<file path="src/csr_params.svh">
// Address map, reset values and field positions of the core system registers.
`ifndef CSR_PARAMS_SVH
`define CSR_PARAMS_SVH
`define CSR_OFF_SP      8'h81
`define CSR_OFF_DPL     8'h82
`define CSR_OFF_DPH     8'h83
`define CSR_OFF_PSW     8'hD0
`define CSR_OFF_ACC     8'hE0
`define CSR_OFF_B       8'hF0
`define CSR_OFF_RSTCTL  8'hC0
`define CSR_OFF_TA      8'hC1
`define CSR_RST_SP      8'h07
`define CSR_RST_ZERO    8'h00
`define CSR_ADDR_LSB    2
`define CSR_ADDR_MSB    9
`define CSR_ADDR_TOP    31
`define CSR_ADDR_HIGH   10
`define CSR_BIT_CY      7
`define CSR_BIT_AC      6
`define CSR_BIT_F0      5
`define CSR_BIT_RS1     4
`define CSR_BIT_RS0     3
`define CSR_BIT_OV      2
`define CSR_BIT_F1      1
`define CSR_BIT_P       0
`define CSR_TA_KEY1     8'hAA
`define CSR_TA_KEY2     8'h55
`define CSR_TA_WIN      3'h4
`define CSR_BCD_LIMIT   9'h064
`define CSR_MUL_LIMIT   16'h00FF
`define CSR_RSTK_SOFT   2'h1
`endif

</file>
<file path="src/csr_pkg.sv">
// Types shared by the core system register block.
package csr_pkg;
  typedef enum logic [3:0] {
    CSR_OP_NONE, CSR_OP_ADD, CSR_OP_ADDC, CSR_OP_SUBB, CSR_OP_MUL,
    CSR_OP_DIV, CSR_OP_DA, CSR_OP_COMPARE_BRANCH_INSTR, CSR_OP_PUSH, CSR_OP_POP
  } csr_op_t;
  typedef struct packed {
    csr_op_t    op;
    logic [7:0] operand;
  } csr_core_req_t;
  typedef struct packed {
    logic [7:0] acc;
    logic [7:0] b;
    logic [7:0] sp;
    logic [15:0] wide_data_pointer;
    logic [7:0] status_word;
    logic [1:0] bank;
    logic [4:0] bank_base;
    logic [7:0] stack_wr_addr;
    logic       stack_wr_en;
  } csr_core_view_t;
endpackage

</file>
<file path="src/csr_core_regs.sv">
// Core system registers with an APB slave and a small arithmetic flag unit.
`timescale 1ns/1ps
`default_nettype none
`include "csr_params.svh"
// Overview of operation
// - Main operand register, 8 bits, read/write, resets to zero.
// - Second operand register, resets to zero, holds multiply/divide operand and result.
// - Push increments the stack pointer first, then writes at the new address.
// - Stack pointer resets to 07H so the first push lands at 08H.
// - High and low pointer bytes form one 16-bit data pointer.
// - Add and subtract set carry on carry out of or borrow into bit 7.
// - Multiply and divide always clear the carry flag.
// - Compare-and-branch sets carry when first unsigned operand is below second.
// - Decimal adjust sets carry when the packed BCD sum exceeded 99.
// - Nibble carry flag follows carry or borrow at bit 3 into bit 4.
// - Status bit 5 is a free user flag with no hardware effect.
// - Bank select bits choose working register base 00, 08, 10 or 18H.
// - Status word resets to zero with the documented bit layout.
// - Protected registers accept writes only inside an open timed-access window.
// - Bits marked unchanged keep their contents across a soft reset.
// - Reset-control register loads the configuration byte whenever the load input is high.
// - Overflow flag: add bit 6/7 carry mismatch, product above 255, divide by 0.
// - Parity flag is set for an odd number of ones in the main operand.
module csr_core_regs (
  input  wire logic                   core_clk_in,
  input  wire logic                   rst_in,
  input  wire logic                   psel_in,
  input  wire logic                   penable_in,
  input  wire logic                   pwrite_in,
  input  wire logic [31:0]            paddr_in,
  input  wire logic [31:0]            pwdata_in,
  input  wire logic [3:0]             pstrb_in,
  output logic      [31:0]            prdata_out,
  output logic                        pready_out,
  output logic                        pslverr_out,
  input  wire csr_pkg::csr_core_req_t core_req_in,
  input  wire logic [7:0]             cfg_byte_in,
  input  wire logic                   cfg_load_in,
  output csr_pkg::csr_core_view_t     view_out
);
  logic [7:0]  acc_r, b_r, sp_r, dpl_r, dph_r, psw_r;
  logic [7:0]  rstctl_r;
  logic [2:0]  ta_cnt_r;
  logic        ta_armed_r;
  logic        ta_open;
  logic        wr_en, rd_en, strb_ok, hit;
  logic [7:0]  sel_addr, wbyte, rd_byte;
  logic [8:0]  add_sum, sub_diff;
  logic [4:0]  nib_add, nib_sub;
  logic [7:0]  low7_add, low7_sub;
  logic [15:0] prod;
  logic [8:0]  da_sum;
  logic        cin;
  logic [7:0]  acc_nxt, b_nxt, psw_nxt, sp_nxt;

  // Reports whether a byte address maps to a register index; high bits must be zero.
  function automatic logic csr_hit(input logic [31:0] a);
    logic [7:0] i;
    i = a[`CSR_ADDR_MSB:`CSR_ADDR_LSB];
    csr_hit = (a[`CSR_ADDR_TOP:`CSR_ADDR_HIGH] == '0) &&
              (a[1:0] == 2'h0) &&
              (i == `CSR_OFF_SP || i == `CSR_OFF_DPL ||
               i == `CSR_OFF_DPH || i == `CSR_OFF_PSW ||
               i == `CSR_OFF_ACC || i == `CSR_OFF_B ||
               i == `CSR_OFF_RSTCTL || i == `CSR_OFF_TA);
  endfunction

  // Odd parity of a byte.
  function automatic logic csr_odd(input logic [7:0] v);
    csr_odd = ^v;
  endfunction

  // APB decode: zero wait states, unmapped addresses answer with an error.
  assign sel_addr   = paddr_in[`CSR_ADDR_MSB:`CSR_ADDR_LSB];
  assign hit        = csr_hit(paddr_in);
  assign strb_ok    = pstrb_in[0];
  assign wr_en      = psel_in && penable_in && pwrite_in && hit && strb_ok;
  assign rd_en      = psel_in && penable_in && !pwrite_in && hit;
  assign wbyte      = pwdata_in[7:0];
  assign pready_out = 1'b1;
  assign pslverr_out = psel_in && penable_in && !hit;
  assign ta_open    = ta_cnt_r != 3'h0;

  // Arithmetic helpers for flag generation.
  assign cin      = (core_req_in.op == csr_pkg::CSR_OP_ADD) ? 1'b0
                    : psw_r[`CSR_BIT_CY];
  assign add_sum  = {1'b0, acc_r} + {1'b0, core_req_in.operand} + {8'h00, cin};
  assign sub_diff = {1'b0, acc_r} - {1'b0, core_req_in.operand}
                    - {8'h00, psw_r[`CSR_BIT_CY]};
  assign nib_add  = {1'b0, acc_r[3:0]} + {1'b0, core_req_in.operand[3:0]}
                    + {4'h0, cin};
  assign nib_sub  = {1'b0, acc_r[3:0]} - {1'b0, core_req_in.operand[3:0]}
                    - {4'h0, psw_r[`CSR_BIT_CY]};
  assign low7_add = {1'b0, acc_r[6:0]} + {1'b0, core_req_in.operand[6:0]}
                    + {7'h00, cin};
  assign low7_sub = {1'b0, acc_r[6:0]} - {1'b0, core_req_in.operand[6:0]}
                    - {7'h00, psw_r[`CSR_BIT_CY]};
  assign prod     = acc_r * b_r;

  // Decimal adjust of the main operand register.
  always_comb begin
    da_sum = {1'b0, acc_r};
    if (acc_r[3:0] > 4'h9 || psw_r[`CSR_BIT_AC]) begin
      da_sum = da_sum + 9'h006;
    end
    if (da_sum[8:4] > 5'h09 || psw_r[`CSR_BIT_CY]) begin
      da_sum = da_sum + 9'h060;
    end
  end

  // Next values for the operand registers and the status word.
  always_comb begin
    acc_nxt = acc_r;
    b_nxt   = b_r;
    psw_nxt = psw_r;
    unique case (core_req_in.op)
      csr_pkg::CSR_OP_ADD, csr_pkg::CSR_OP_ADDC: begin
        acc_nxt = add_sum[7:0];
        psw_nxt[`CSR_BIT_CY] = add_sum[8];
        psw_nxt[`CSR_BIT_AC] = nib_add[4];
        psw_nxt[`CSR_BIT_OV] = add_sum[8] ^ low7_add[7];
      end
      csr_pkg::CSR_OP_SUBB: begin
        acc_nxt = sub_diff[7:0];
        psw_nxt[`CSR_BIT_CY] = sub_diff[8];
        psw_nxt[`CSR_BIT_AC] = nib_sub[4];
        psw_nxt[`CSR_BIT_OV] = sub_diff[8] ^ low7_sub[7];
      end
      csr_pkg::CSR_OP_MUL: begin
        acc_nxt = prod[7:0];
        b_nxt   = prod[15:8];
        psw_nxt[`CSR_BIT_CY] = 1'b0;
        psw_nxt[`CSR_BIT_OV] = prod > `CSR_MUL_LIMIT;
      end
      csr_pkg::CSR_OP_DIV: begin
        if (b_r != 8'h00) begin
          acc_nxt = acc_r / b_r;
          b_nxt   = acc_r % b_r;
        end
        psw_nxt[`CSR_BIT_CY] = 1'b0;
        psw_nxt[`CSR_BIT_OV] = b_r == 8'h00;
      end
      csr_pkg::CSR_OP_DA: begin
        acc_nxt = da_sum[7:0];
        psw_nxt[`CSR_BIT_CY] = psw_r[`CSR_BIT_CY] ||
                               ({1'b0, acc_r} + 9'h000 >= `CSR_BCD_LIMIT &&
                                da_sum[8]);
      end
      csr_pkg::CSR_OP_COMPARE_BRANCH_INSTR: begin
        psw_nxt[`CSR_BIT_CY] = acc_r < core_req_in.operand;
      end
      default: begin
      end
    endcase
  end

  // Stack pointer moves: push pre-increments, pop post-decrements.
  always_comb begin
    sp_nxt = sp_r;
    if (core_req_in.op == csr_pkg::CSR_OP_PUSH) begin
      sp_nxt = sp_r + 8'h01;
    end else if (core_req_in.op == csr_pkg::CSR_OP_POP) begin
      sp_nxt = sp_r - 8'h01;
    end
  end

  // Timed-access window: key 1 then key 2 opens a short write window.
  always_ff @(posedge core_clk_in or posedge rst_in) begin
    if (rst_in) begin
      ta_armed_r <= 1'b0;
      ta_cnt_r   <= 3'h0;
    end else begin
      if (wr_en && sel_addr == `CSR_OFF_TA) begin
        ta_armed_r <= wbyte == `CSR_TA_KEY1;
        ta_cnt_r   <= (ta_armed_r && wbyte == `CSR_TA_KEY2)
                      ? `CSR_TA_WIN : 3'h0;
      end else if (ta_open) begin
        ta_cnt_r <= ta_cnt_r - 3'h1;
      end
    end
  end

  // Protected reset-control register: writable only while the window is open.
  always_ff @(posedge core_clk_in or posedge rst_in) begin
    if (rst_in) begin
      rstctl_r <= `CSR_RST_ZERO;
    end else if (cfg_load_in) begin
      rstctl_r <= cfg_byte_in;
    end else if (wr_en && sel_addr == `CSR_OFF_RSTCTL && ta_open) begin
      rstctl_r <= wbyte;
    end
  end

  // Data pointer: low byte resets, high byte keeps its value over soft reset.
  always_ff @(posedge core_clk_in or posedge rst_in) begin
    if (rst_in) begin
      dpl_r <= `CSR_RST_ZERO;
      dph_r <= `CSR_RST_ZERO;
    end else if (rstctl_r[1:0] == `CSR_RSTK_SOFT) begin
      dpl_r <= `CSR_RST_ZERO; // high byte unchanged
    end else if (wr_en && sel_addr == `CSR_OFF_DPL) begin
      dpl_r <= wbyte;
    end else if (wr_en && sel_addr == `CSR_OFF_DPH) begin
      dph_r <= wbyte;
    end
  end

  // Main and second operand registers; the bus write wins over the core.
  always_ff @(posedge core_clk_in or posedge rst_in) begin
    if (rst_in) begin
      acc_r <= `CSR_RST_ZERO;
      b_r   <= `CSR_RST_ZERO;
    end else begin
      acc_r <= (wr_en && sel_addr == `CSR_OFF_ACC) ? wbyte : acc_nxt;
      b_r   <= (wr_en && sel_addr == `CSR_OFF_B) ? wbyte : b_nxt;
    end
  end

  // Stack pointer.
  always_ff @(posedge core_clk_in or posedge rst_in) begin
    if (rst_in) begin
      sp_r <= `CSR_RST_SP;
    end else if (wr_en && sel_addr == `CSR_OFF_SP) begin
      sp_r <= wbyte;
    end else begin
      sp_r <= sp_nxt;
    end
  end

  // Status word; user flags and bank bits are plain storage.
  always_ff @(posedge core_clk_in or posedge rst_in) begin
    if (rst_in) begin
      psw_r <= `CSR_RST_ZERO;
    end else if (wr_en && sel_addr == `CSR_OFF_PSW) begin
      psw_r <= wbyte;
    end else begin
      psw_r <= psw_nxt;
    end
  end

  // Read mux; parity is always computed live from the main operand.
  always_comb begin
    unique case (sel_addr)
      `CSR_OFF_SP:     rd_byte = sp_r;
      `CSR_OFF_DPL:    rd_byte = dpl_r;
      `CSR_OFF_DPH:    rd_byte = dph_r;
      `CSR_OFF_PSW:    rd_byte = {psw_r[7:1], csr_odd(acc_r)};
      `CSR_OFF_ACC:    rd_byte = acc_r;
      `CSR_OFF_B:      rd_byte = b_r;
      `CSR_OFF_RSTCTL: rd_byte = rstctl_r;
      `CSR_OFF_TA:     rd_byte = {5'h00, ta_cnt_r};
      default:         rd_byte = 8'h00;
    endcase
  end

  // Read data register, loaded in the setup phase.
  always_ff @(posedge core_clk_in or posedge rst_in) begin
    if (rst_in) begin
      prdata_out <= 32'h00000000;
    end else if (psel_in && !penable_in && !pwrite_in) begin
      prdata_out <= {24'h000000, rd_byte};
    end
  end

  // Core-facing view of the register state.
  always_comb begin
    view_out.acc  = acc_r;
    view_out.b    = b_r;
    view_out.sp   = sp_r;
    view_out.wide_data_pointer = {dph_r, dpl_r};
    view_out.status_word  = {psw_r[7:1], csr_odd(acc_r)};
    view_out.bank = {psw_r[`CSR_BIT_RS1], psw_r[`CSR_BIT_RS0]};
    view_out.bank_base = {psw_r[`CSR_BIT_RS1], psw_r[`CSR_BIT_RS0], 3'h0};
    view_out.stack_wr_addr = sp_r + 8'h01;
    view_out.stack_wr_en   = core_req_in.op == csr_pkg::CSR_OP_PUSH;
  end

  property p_sp_reset;
    @(posedge core_clk_in) $fell(rst_in) |-> sp_r == `CSR_RST_SP;
  endproperty
  a_sp_reset: assert property (p_sp_reset) else $error("sp reset wrong");

  property p_push;
    @(posedge core_clk_in) disable iff (rst_in)
      core_req_in.op == csr_pkg::CSR_OP_PUSH && !(wr_en && sel_addr == `CSR_OFF_SP)
      |=> sp_r == $past(sp_r) + 8'h01;
  endproperty
  a_push: assert property (p_push) else $error("push did not increment");

  property p_mul_cy;
    @(posedge core_clk_in) disable iff (rst_in)
      core_req_in.op == csr_pkg::CSR_OP_MUL && !wr_en
      |=> !psw_r[`CSR_BIT_CY] && psw_r[`CSR_BIT_OV] == ($past(prod) > 16'h00FF);
  endproperty
  a_mul_cy: assert property (p_mul_cy) else $error("mul flags wrong");

  property p_div_ov;
    @(posedge core_clk_in) disable iff (rst_in)
      core_req_in.op == csr_pkg::CSR_OP_DIV && !wr_en
      |=> psw_r[`CSR_BIT_OV] == ($past(b_r) == 8'h00);
  endproperty
  a_div_ov: assert property (p_div_ov) else $error("div overflow wrong");

  property p_compare_branch_instr;
    @(posedge core_clk_in) disable iff (rst_in)
      core_req_in.op == csr_pkg::CSR_OP_COMPARE_BRANCH_INSTR && !wr_en
      |=> psw_r[`CSR_BIT_CY] == ($past(acc_r) < $past(core_req_in.operand));
  endproperty
  a_compare_branch_instr: assert property (p_compare_branch_instr) else $error("compare carry wrong");

  property p_add_cy;
    @(posedge core_clk_in) disable iff (rst_in)
      core_req_in.op == csr_pkg::CSR_OP_ADD && !wr_en
      |=> psw_r[`CSR_BIT_CY] == $past(add_sum[8]) &&
          psw_r[`CSR_BIT_AC] == $past(nib_add[4]);
  endproperty
  a_add_cy: assert property (p_add_cy) else $error("add carry wrong");

  property p_parity;
    @(posedge core_clk_in) disable iff (rst_in)
      view_out.status_word[0] == ^acc_r;
  endproperty
  a_parity: assert property (p_parity) else $error("parity wrong");

  property p_ta;
    @(posedge core_clk_in) disable iff (rst_in)
      wr_en && sel_addr == `CSR_OFF_RSTCTL && !ta_open && !cfg_load_in
      |=> rstctl_r == $past(rstctl_r);
  endproperty
  a_ta: assert property (p_ta) else $error("protected write took");

  property p_bank;
    @(posedge core_clk_in) disable iff (rst_in)
      view_out.bank_base == {psw_r[4:3], 3'h0};
  endproperty
  a_bank: assert property (p_bank) else $error("bank base wrong");
endmodule // csr_core_regs
`default_nettype wire

</file>
<file path="config.mk">
export PLATFORM = sky130hd
export DESIGN_NAME = csr_core_regs
export DESIGN_NICKNAME = d
export VERILOG_FILES = /design/src/csr_pkg.sv /design/src/csr_core_regs.sv
export VERILOG_INCLUDE_DIRS = /design/src
export SDC_FILE = /design/constraint.sdc
export NUM_CORES = 1
export LEC_CHECK = 0
export ABC_AREA = 1
export BUFFER_PORTS_ARGS = -buffer_cell sky130_fd_sc_hd__buf_2
export CAP_MARGIN = 20
export CORE_MARGIN = 2
export CORE_UTILIZATION = 45
export DETAILED_ROUTE_END_ITERATION = 7
export PLACE_DENSITY = 0.67
export REMOVE_ABC_BUFFERS = 1
export SYNTH_ARGS = -nofsm -noshare
export SYNTH_HDL_FRONTEND = slang
export SYNTH_SLANG_ARGS = --single-unit
</file>
<file path="constraint.sdc">
create_clock -name core_clk_in -period 30.2 [get_ports core_clk_in]
set_input_delay 4.53 -clock core_clk_in [delete_from_list [all_inputs] [get_ports core_clk_in]]
set_output_delay 4.53 -clock core_clk_in [all_outputs]
set_load 0.02 [all_outputs]
</file>
==> results of run 1 <==
[state kept, by name, summed over array words and instances, names as in the netlist]
signal,cells
dpl_r,8
psw_r,7
prdata_out,8
b_r,8
acc_r,8
rstctl_r,8
ta_armed_r,1
dph_r,8
sp_r,8
ta_cnt_r,3
[worst paths after layout]
check	slack [ns]	cells past startpoint	startpoint	to
max reg2reg	17.53	72	b_r[0]	b_r[7]
max in group asynchronous	25.15	3	rst_in	dph_r[4]
max	17.53	72	b_r[0]	b_r[7]
min reg2reg	0.48	2	prdata_out[6]	prdata_out[6]
min in group asynchronous	4.45	3	rst_in	sp_r[4]
min	0.48	2	prdata_out[6]	prdata_out[6]
[cell usage after synthesis, types with 2 or more instances]
cell type | number | area (sq um)
dfrtp_1 | 64 | 1600
xnor2_1 | 12 | 105
ha_1 | 127 | 1590
nor4_1 | 18 | 113
nand2_2 | 2 | 12.5
conb_1 | 2 | 7.51
inv_1 | 284 | 1070
or2_2 | 5 | 31.3
a221oi_1 | 6 | 52.6
inv_2 | 9 | 33.8
nor2_2 | 6 | 37.5
o22ai_1 | 27 | 169
dfstp_2 | 3 | 78.8
nand3_4 | 2 | 35.0
nand3_1 | 105 | 526
fa_1 | 41 | 821
nand4_1 | 14 | 87.6
clkinv_1 | 2 | 7.51
a21oi_1 | 64 | 320
o31ai_1 | 2 | 15.0
a31oi_1 | 4 | 25.0
o211ai_1 | 17 | 128
o221ai_1 | 6 | 52.6
o2111ai_1 | 6 | 52.6
a211oi_1 | 2 | 15.0
nand3b_1 | 3 | 22.5
clkbuf_1 | 18 | 67.6
and2_1 | 8 | 50.1
nor2_1 | 81 | 304
o21bai_1 | 10 | 75.1
o21ai_1 | 4 | 20.0
a21o_1 | 3 | 22.5
nor2_4 | 2 | 22.5
o21ai_0 | 87 | 435
nor3_1 | 24 | 120
buf_4 | 32 | 240
xor2_1 | 43 | 377
nand2_1 | 366 | 1370
buf_2 | 13 | 65.1
[layout make-up]
type,count,area [sq um],area share (%)
Tap cell,285,357,3.11
Clock buffer,12,256,2.23
Clock inverter,4,72.6,0.632
Multi-Input combinational cell,1139,7260,63.2
Timing Repair Buffer,145,748,6.52
Inverter,295,1110,9.64
Sequential cell,67,1680,14.6
[logic make-up after synthesis]
| family | count (synthesis) | share of synthesized area, % |
|---|---|---|
| flops | 67 | 16.3 |
| xor+xnor | 55 | 4.66 |
| other cells | 2 | 0.0727 |
| compound gates | 242 | 13.7 |
| fa+ha+maj | 168 | 23.3 |
| mux | 1 | 0.0969 |
| buf+inv | 360 | 14.4 |
| simple gates | 645 | 27.5 |
[worst max-delay path: cells and delay by family, from the launching register on]
kind                       cells  cell delay [ns]
DFF                            1             0.36
adders and majority gates      8             2.46
buffers and inverters         16             2.61
and+or+nand+nor               36             4.92
AOI/OAI and AO/OA             12             2.25
[metal layers]
metal / vias up / wire, um / global-route usage [%]
li1: 5152 / - / -
met1: 4903 / 14800 / 38.4
met2: 398 / 14800 / 43.0
met3: 58 / 2420 / 4.06
met4: 0 / 784 / 7.47
met5: - / 0 / 0
[stage by stage]
step	hold WS (ns)	area, sq um	cells	utilization [%]
after global placement	0.462	11200	1931	49.4
after global routing	0.490	11500	1947	50.9
after detailed placement	0.468	11200	1931	49.4
after floorplan	0.450	10000	1501	-
after CTS	0.482	11500	1947	50.9
final	0.478	11500	1947	50.9
==> metrics.yaml, run 1 <==
status: "complete, no violations"
path_common_cell: "nand2_1"
max_stage_delay_ns: 0.45
routed_wirelength_mm: 32.8
cts_max_path_buffers: 2
crit_slowest_cell: "nor4_1"
setup_violations: 0
port-buffer-count: 136
layout_common_cells: "nand2_1 (366), inv_1 (283), buf_2 (136)"
cts.htree.levels: 3
critPathLaunchType: "flop"
clock_sinks: 67
fin_crit_ns: 12.67
ys_warn_count: 0
via_count: 10500
fin_ws_ns: 17.53
synth.avg_cell_area_sq_um: 6.71
fill_cells: 2266
insertion_delay_ns: 0.34
cts_hold_buf: 0
syn2layout_area_growth_pct: 11.1
routed_via_density: 5.40
grt_pass1_vias: 9868
critPathRequiredTime_ns: 30.48
ys_ff_latch: 67
die_w_um: 156
synth_edf_count: 0
drv_cap: 0
antenna_cells: 0
numCtsBuffers: 9
grt_setup_unrepaired: "no"
row_count: 55
initial_core_util_pct: 45.8
coreArea_sq_um: 22600
cts_resized: 0
ys_types: 55
crit_fanout: 14
grt_pass1_wl_mm: 51.9
drc: 0
crit_arrival_ns: 12.96
post_synth_inst_count: 1540
post_cts_buffers: 0
root_buffer: "clkbuf_16"
synthesis.area_sq_um: 10300
final_common_cell: "nand2_1"
hpwlAfterDp_mm: 25.7
ant_nets: 0
hp-class: "flop to flop"
grt_max_degree: 68
max_freq_ghz: 0.0789
io_pins: 192
end_kind: "flop"
drt-wirelength-per-cell_um: 16.8
drv_slew: 0
dp_slack_ns: 17.74
tritoncts: "built"
die_h_um: 156
layout-drive-gt1-share_pct: 11.8
ys_seq_area_share_pct: 16.3
synth_flop_cell: "dfrtp_1"
die_area_sq_um: 24200
antenna_found_initial: 0
nets: 1919
drt_iter0_markers: 878
grt-ovfl-total: 0
period_share_pct: 42.0
first_pass_iters: 5
fin_setup_tns_ns: 0
skew_ns: 0.00480
hold_violations: 0
tightest_slew_ns: 0.911
grt_use_total_pct: 27.1
globalplace.congestion: 0.957
max-slew-margin-rel_pct: 38.9
path_clk_slew_ns: 0.06
synthArstFlopShare_pct: 100
critPathKind: "flop to flop"
Power of run 1 is left out: the tool's default activity adds up to more than one toggle a clock period on the data nets, which glitch-free logic cannot reach.
==> run 2, diff against run 1 <==
- ABC_AREA: 1 -> 0
- PLACE_DENSITY: 0.67 -> 0.69
- clock period: 30.2 -> 11.4 ns (I/O delays scaled with it)
==> run 2 against run 1 <==
Compared with the run above:
- clock skew is 0.0044 ns higher
- sequential share of layout area fell by 0.63 points
- synthesized cell count shrank 16%
- critical endpoint is now b_r[1]
- synthesized area is 0.28% higher
- global-route usage is 0.22 points higher
- core utilization up 2.1 points
- worst hold slack better by 0.019 ns
- design area up 4.5%
==> metrics.yaml, run 2 <==
die_h_um: 156  # +0.14%
grt.busiest_layer: "met2"
yosys.area.top_type: "dfrtp_1"
layout_common_cells: "nor2_1 (137), buf_2 (136), ha_1 (124)"
critPathKind: "flop to flop"
met2_usage_pct: 43.8  # +0.80 points
grtUsageMet3_pct: 3.83  # -0.22 points
initial_core_util_pct: 45.8  # about the same
yosys-top-cells-area: "dfrtp_1 (15%), ha_1 (15%), fa_1 (7.9%), nor2_1 (5.1%), nand2_1 (4.3%)"
drv_cap: 0  # unchanged
final_common_cell: "nor2_1"
post_synth_inst_count: 1287  # -16%
routed_wirelength_mm: 33.6  # +2.6%
insertion_delay_ns: 0.33  # about the same
grt_pass1_vias: 9852  # -0.16%
fill_cells: 2125  # -6.2%
crit_arrival_ns: 11.29  # -1.67 ns
placed_area_sq_um: 11400  # +1.8%
max_freq_ghz: 0.0903  # +14%
ant_nets: 0  # unchanged
drc: 0  # unchanged
crit_slowest_cell: "a2111o_1"
die_w_um: 156  # +0.14%
synth_edf_count: 0  # unchanged
dp_slack_ns: -0.0152  # -17.75 ns
routed_via_density: 6.00  # +11%
row_count: 55  # unchanged
drv_slew: 0  # unchanged
regArea_sq_um: 1680  # unchanged
grt_use_total_pct: 27.3  # +0.22 points
multiInputGateArea_sq_um: 8160  # +12%
fin_crit_ns: 11.07  # -1.60 ns
end_kind: "flop"
clock_sinks: 67  # unchanged
coreArea_sq_um: 22600  # +0.31%
ys_seq_area_share_pct: 16.2  # -0.045 points
path_clk_slew_ns: 0.06  # about the same
grt_setup_unrepaired: "yes"
drt-wirelength-per-cell_um: 19.6  # +16%
synthesis.area_sq_um: 10400  # +0.28%
synth.avg_cell_area_sq_um: 8.05  # +20%
antenna_found_initial: 0  # unchanged
cts.htree.levels: 3  # unchanged
ys_types: 95  # +73%
yosysMostFrequentCell: "nor2_1"
synthArstFlopShare_pct: 100  # unchanged
yosys.area.top_type_share_pct: 15.5  # -0.043 points
tritoncts: "built"
period_share_pct: 97.1  # +55 points
fin_util_pct: 53.0  # +2.1 points
first_pass_iters: 6  # +1
syn2layout_area_growth_pct: 15.8
status: "complete, no violations"
numCtsBuffers: 9  # unchanged
grt-ovfl-total: 0  # unchanged
max-slew-margin-rel_pct: 33.2  # -5.7 points
tightest_slew_ns: 0.997  # +0.0864 ns
grt_max_degree: 68  # unchanged
grt_use_met1_pct: 36.7  # -1.8 points
root_buffer: "clkbuf_16"
antenna_cells: 0  # unchanged
ys_ff_latch: 67  # unchanged
layout-drive-gt1-share_pct: 20.5  # +8.7 points
synth_flop_cell: "dfrtp_1"
globalplace.congestion: 0.942  # -1.6%
nets: 1690  # -12%
skew_ns: 0.00919  # +0.00439 ns
cts_max_path_buffers: 2  # unchanged
via_count: 10300  # -1.9%
design_area_sq_um: 12000  # +4.5%
holdWs_ns: 0.497  # +0.0187 ns
die_area_sq_um: 24300  # +0.27%
hold_violations: 0  # unchanged
hp-class: "flop to flop"
port-buffer-count: 136  # unchanged
hpwlAfterDp_mm: 25.4  # -1.3%
netlist_top_cells_count: "nor2_1 (140), ha_1 (127), nand2_1 (120)"
grt_pass1_wl_mm: 52.4  # +0.93%
path_common_cell: "ha_1"
ys_warn_count: 0  # unchanged
drt_iter0_markers: 947  # +7.9%
crit_fanout: 6  # -8
fin_ws_ns: 0.326  # -17.20 ns
critPathLaunchType: "flop"
critPathRequiredTime_ns: 11.62  # -18.86 ns
io_pins: 192  # unchanged
setup_violations: 0  # unchanged
max_stage_delay_ns: 0.43  # -0.02 ns
## run 2: cell types whose count changed after synthesis, moves of 17 or more
cell and delta:
xnor2_1 +28, clkbuf_1 +17, xor2_1 -24, nand3_1 -84, mux2i_1 +31, inv_1 -183
nor3_1 +18, o21ai_0 -42, o22ai_1 -21, o21a_1 +20, a211oi_1 +18, mux2_2 +23
nor2_1 +59, nand2_1 -246
## run 2: timing repair
action                     in CTS  in global routing
pin swaps                       0                 14
setup endpoints to repair       4                  9
hold buffers                    0                  0
buffers inserted                0                  9
gates resized for setup         6                 43
## run 2: worst paths after layout
check	end	slack, ns	depth (start not counted)	from
max in group asynchronous	b_r[7]	9.20	3	rst_in
setup / recovery	b_r[1]	0.33	47	b_r[0]
hold / removal	psw_r[1]	0.50	2	psw_r[1]
hold reg to reg	psw_r[1]	0.50	2	psw_r[1]
min in group asynchronous	dph_r[2]	1.63	3	rst_in
setup reg to reg	b_r[1]	0.33	47	b_r[0]
## run 2: cells by family after synthesis
logic type / synth area share, %
and+or+nand+nor: 20.2
AOI/OAI and AO/OA: 21.6
buffers and inverters: 8.15
adders and majority gates: 23.3
DFF: 16.2
xor gates and xnor gates: 4.99
muxes: 5.59
other: 0.0725
## run 2: per-stage QoR
stage,std cells,setup TNS (ns)
floorplan,1232,-0.0725
global placement,1693,0
finish,1718,0
global route,1718,-0.653
CTS,1709,0
detailed placement,1693,-0.0188
## run 2: per-layer routing
metal	part of all wire, %	vias up
met2	45	475
met4	4.3	0
met1	43	4915
li1	-	4831
met5	0	-
met3	7.6	94
## run 2: layout make-up
| cell class | count | area share (%) |
|---|---|---|
| clock buffer | 10 | 1.99 |
| timing repair buffer | 185 | 8.87 |
| inverter | 106 | 3.34 |
| clock inverter | 6 | 0.793 |
| sequential | 67 | 14.0 |
| tap | 285 | 2.97 |
| multi-input combinational | 1059 | 68.0 |
## run 2: worst max-delay path: cells and delay by family, from the launching register on
| kind | cells | cell delay (ns) |
|---|---|---|
| buffers and inverters | 2 | 0.29 |
| xor gates and xnor gates | 1 | 0.13 |
| DFF | 1 | 0.34 |
| adders and majority gates | 8 | 2.56 |
| and+or+nand+nor | 12 | 2.03 |
| muxes | 1 | 0.24 |
| AOI/OAI and AO/OA | 23 | 5.34 |
Power of run 2 is left out for the same reason.
==> run 3, diff against run 2 <==
- CORE_ASPECT_RATIO: not set -> 1.5
- GPL_TIMING_DRIVEN: not set -> 0
- PLACE_DENSITY: 0.69 -> 0.7
==> run 3 against run 2 <==
Compared with the run above:
- flip-flop and latch count is the same
- final cell count decreased by 0.52%
- clock-buffer cell count unchanged
- worst setup slack gained 0.0078 ns
- critical path type unchanged
==> metrics.yaml, run 3 (synthesized netlist as in run 2, its figures left out) <==
crit_slowest_cell: "nor4b_1"
syn2layout_area_growth_pct: 19.5
root_buffer: "clkbuf_16"
ant_nets: 0  # unchanged
grt_use_total_pct: 28.3  # +1.1 points
fin_crit_ns: 11.07  # -0.00784 ns
drt_iter0_markers: 711  # -25%
cts_hold_buf: 0  # unchanged
cts.htree.levels: 3  # unchanged
critPathKind: "flop to flop"
setup_violations: 0  # unchanged
drc: 0  # unchanged
crit_fanout: 6  # unchanged
hold_violations: 0  # unchanged
cts_max_path_buffers: 2  # unchanged
max_stage_delay_ns: 0.48  # +0.05 ns
tightest_slew_ns: 0.944  # -0.0531 ns
grt_max_degree: 68  # unchanged
critPathRequiredTime_ns: 11.60  # -0.02 ns
layout-drive-gt1-share_pct: 23.7  # +3.2 points
skew_ns: 0.00443  # -0.00476 ns
initial_core_util_pct: 45.4  # -0.32 points
regArea_sq_um: 1700  # +0.89%
multiInputGateArea_sq_um: 8520  # +4.4%
fill_cells: 2134  # +0.42%
via_count: 10400  # +0.90%
grt_pass1_vias: 10300  # +4.6%
max_freq_ghz: 0.0904  # about the same
status: "complete, no violations"
hp-start: "ta_armed_r"
drv_cap: 0  # unchanged
numCtsBuffers: 9  # unchanged
routed_via_density: 6.09  # +1.4%
port-buffer-count: 136  # unchanged
antenna_found_initial: 0  # unchanged
die_area_sq_um: 24300  # +0.10%
path_clk_slew_ns: 0.06  # about the same
hpwlAfterDp_mm: 26.3  # +3.8%
globalplace.congestion: 0.940  # -0.21%
path_common_cell: "nor2_1"
grt-ovfl-total: 0  # unchanged
critPathLaunchType: "flop"
end_kind: "flop"
drv_slew: 0  # unchanged
max-slew-margin-rel_pct: 37.0  # +3.8 points
drt-wirelength-per-cell_um: 20.8  # +6.4%
io_pins: 192  # unchanged
die_w_um: 128  # -18%
clock_sinks: 67  # unchanged
period_share_pct: 97.1  # about the same
tritoncts: "built"
insertion_delay_ns: 0.33  # about the same
layout_common_cells: "nor2_1 (137), buf_2 (137), nand2_1 (120)"
grt_pass1_wl_mm: 54.2  # +3.4%
coreArea_sq_um: 22800  # +0.71%
nets: 1686  # -0.24%
first_pass_iters: 5  # -1
crit_arrival_ns: 11.27  # -0.02 ns
row_count: 68  # +24%
die_h_um: 190  # +22%
hp-class: "flop to flop"
antenna_cells: 0  # unchanged
holdWs_ns: 0.483  # -0.0138 ns
cp-startpoint: "b_r[0]"
routed_wirelength_mm: 35.6  # +5.8%
rr_startpoint: "b_r[0]"
==> run 3: final cells by class <==
class                           instances  share of cell area [%]
Multi-Input combinational cell       1060                    68.8
Clock inverter                          6                    1.10
Inverter                              106                    3.34
Timing Repair Buffer                  180                    8.35
Clock buffer                           10                    1.85
Tap cell                              280                    2.83
Sequential cell                        67                    13.7
==> run 3: final timing paths <==
| check | slack, ns | cells after the start | to |
|---|---|---|---|
| hold reg to reg | 0.48 | 2 | ta_armed_r |
| setup reg to reg | 0.33 | 51 | b_r[5] |
| setup / recovery | 0.33 | 51 | b_r[5] |
| hold / removal | 0.48 | 2 | ta_armed_r |
| min in group asynchronous | 1.54 | 2 | dpl_r[6] |
| max in group asynchronous | 9.21 | 2 | acc_r[7] |
==> run 3: critical path: cells and delay by family (launching register included) <==
kind	cells	cell delay, ns
AOI/OAI and AO/OA	23	4.88
xor gates and xnor gates	1	0.07
adders and majority gates	8	2.43
buffers and inverters	7	0.98
DFF	1	0.41
muxes	1	0.38
and+or+nand+nor	11	1.71
==> run 3: what timing repair did <==
action | in CTS | in global routing
gates cloned | 0 | 1
pin swaps | 16 | 35
setup buffers | 24 | 18
resized for setup | 49 | 72
endpoints found under the setup margin | 10 | 9
==> run 3: stage by stage <==
stage	worst slack, ns	instances	utilization (%)	area, sq um	setup TNS (ns)
after CTS	0.0142	1690	51.8	11800	0
after global routing	-0.195	1709	54.3	12400	-1.12
after detailed placement	-3.00	1650	48.6	11100	-24.68
after floorplan	-0.0415	1232	-	10000	-0.0725
final	0.334	1709	54.3	12400	0
after global placement	-2.90	1648	48.4	11000	-23.75
==> run 3: metal layers <==
metal / share of wire [%] / GRT usage (%)
met1: 36 / 30.8
met2: 51 / 52.4
met5: 0 / 0
met4: 5.9 / 16.3
met3: 6.4 / 3.26
Power of run 3 is left out for the same reason.
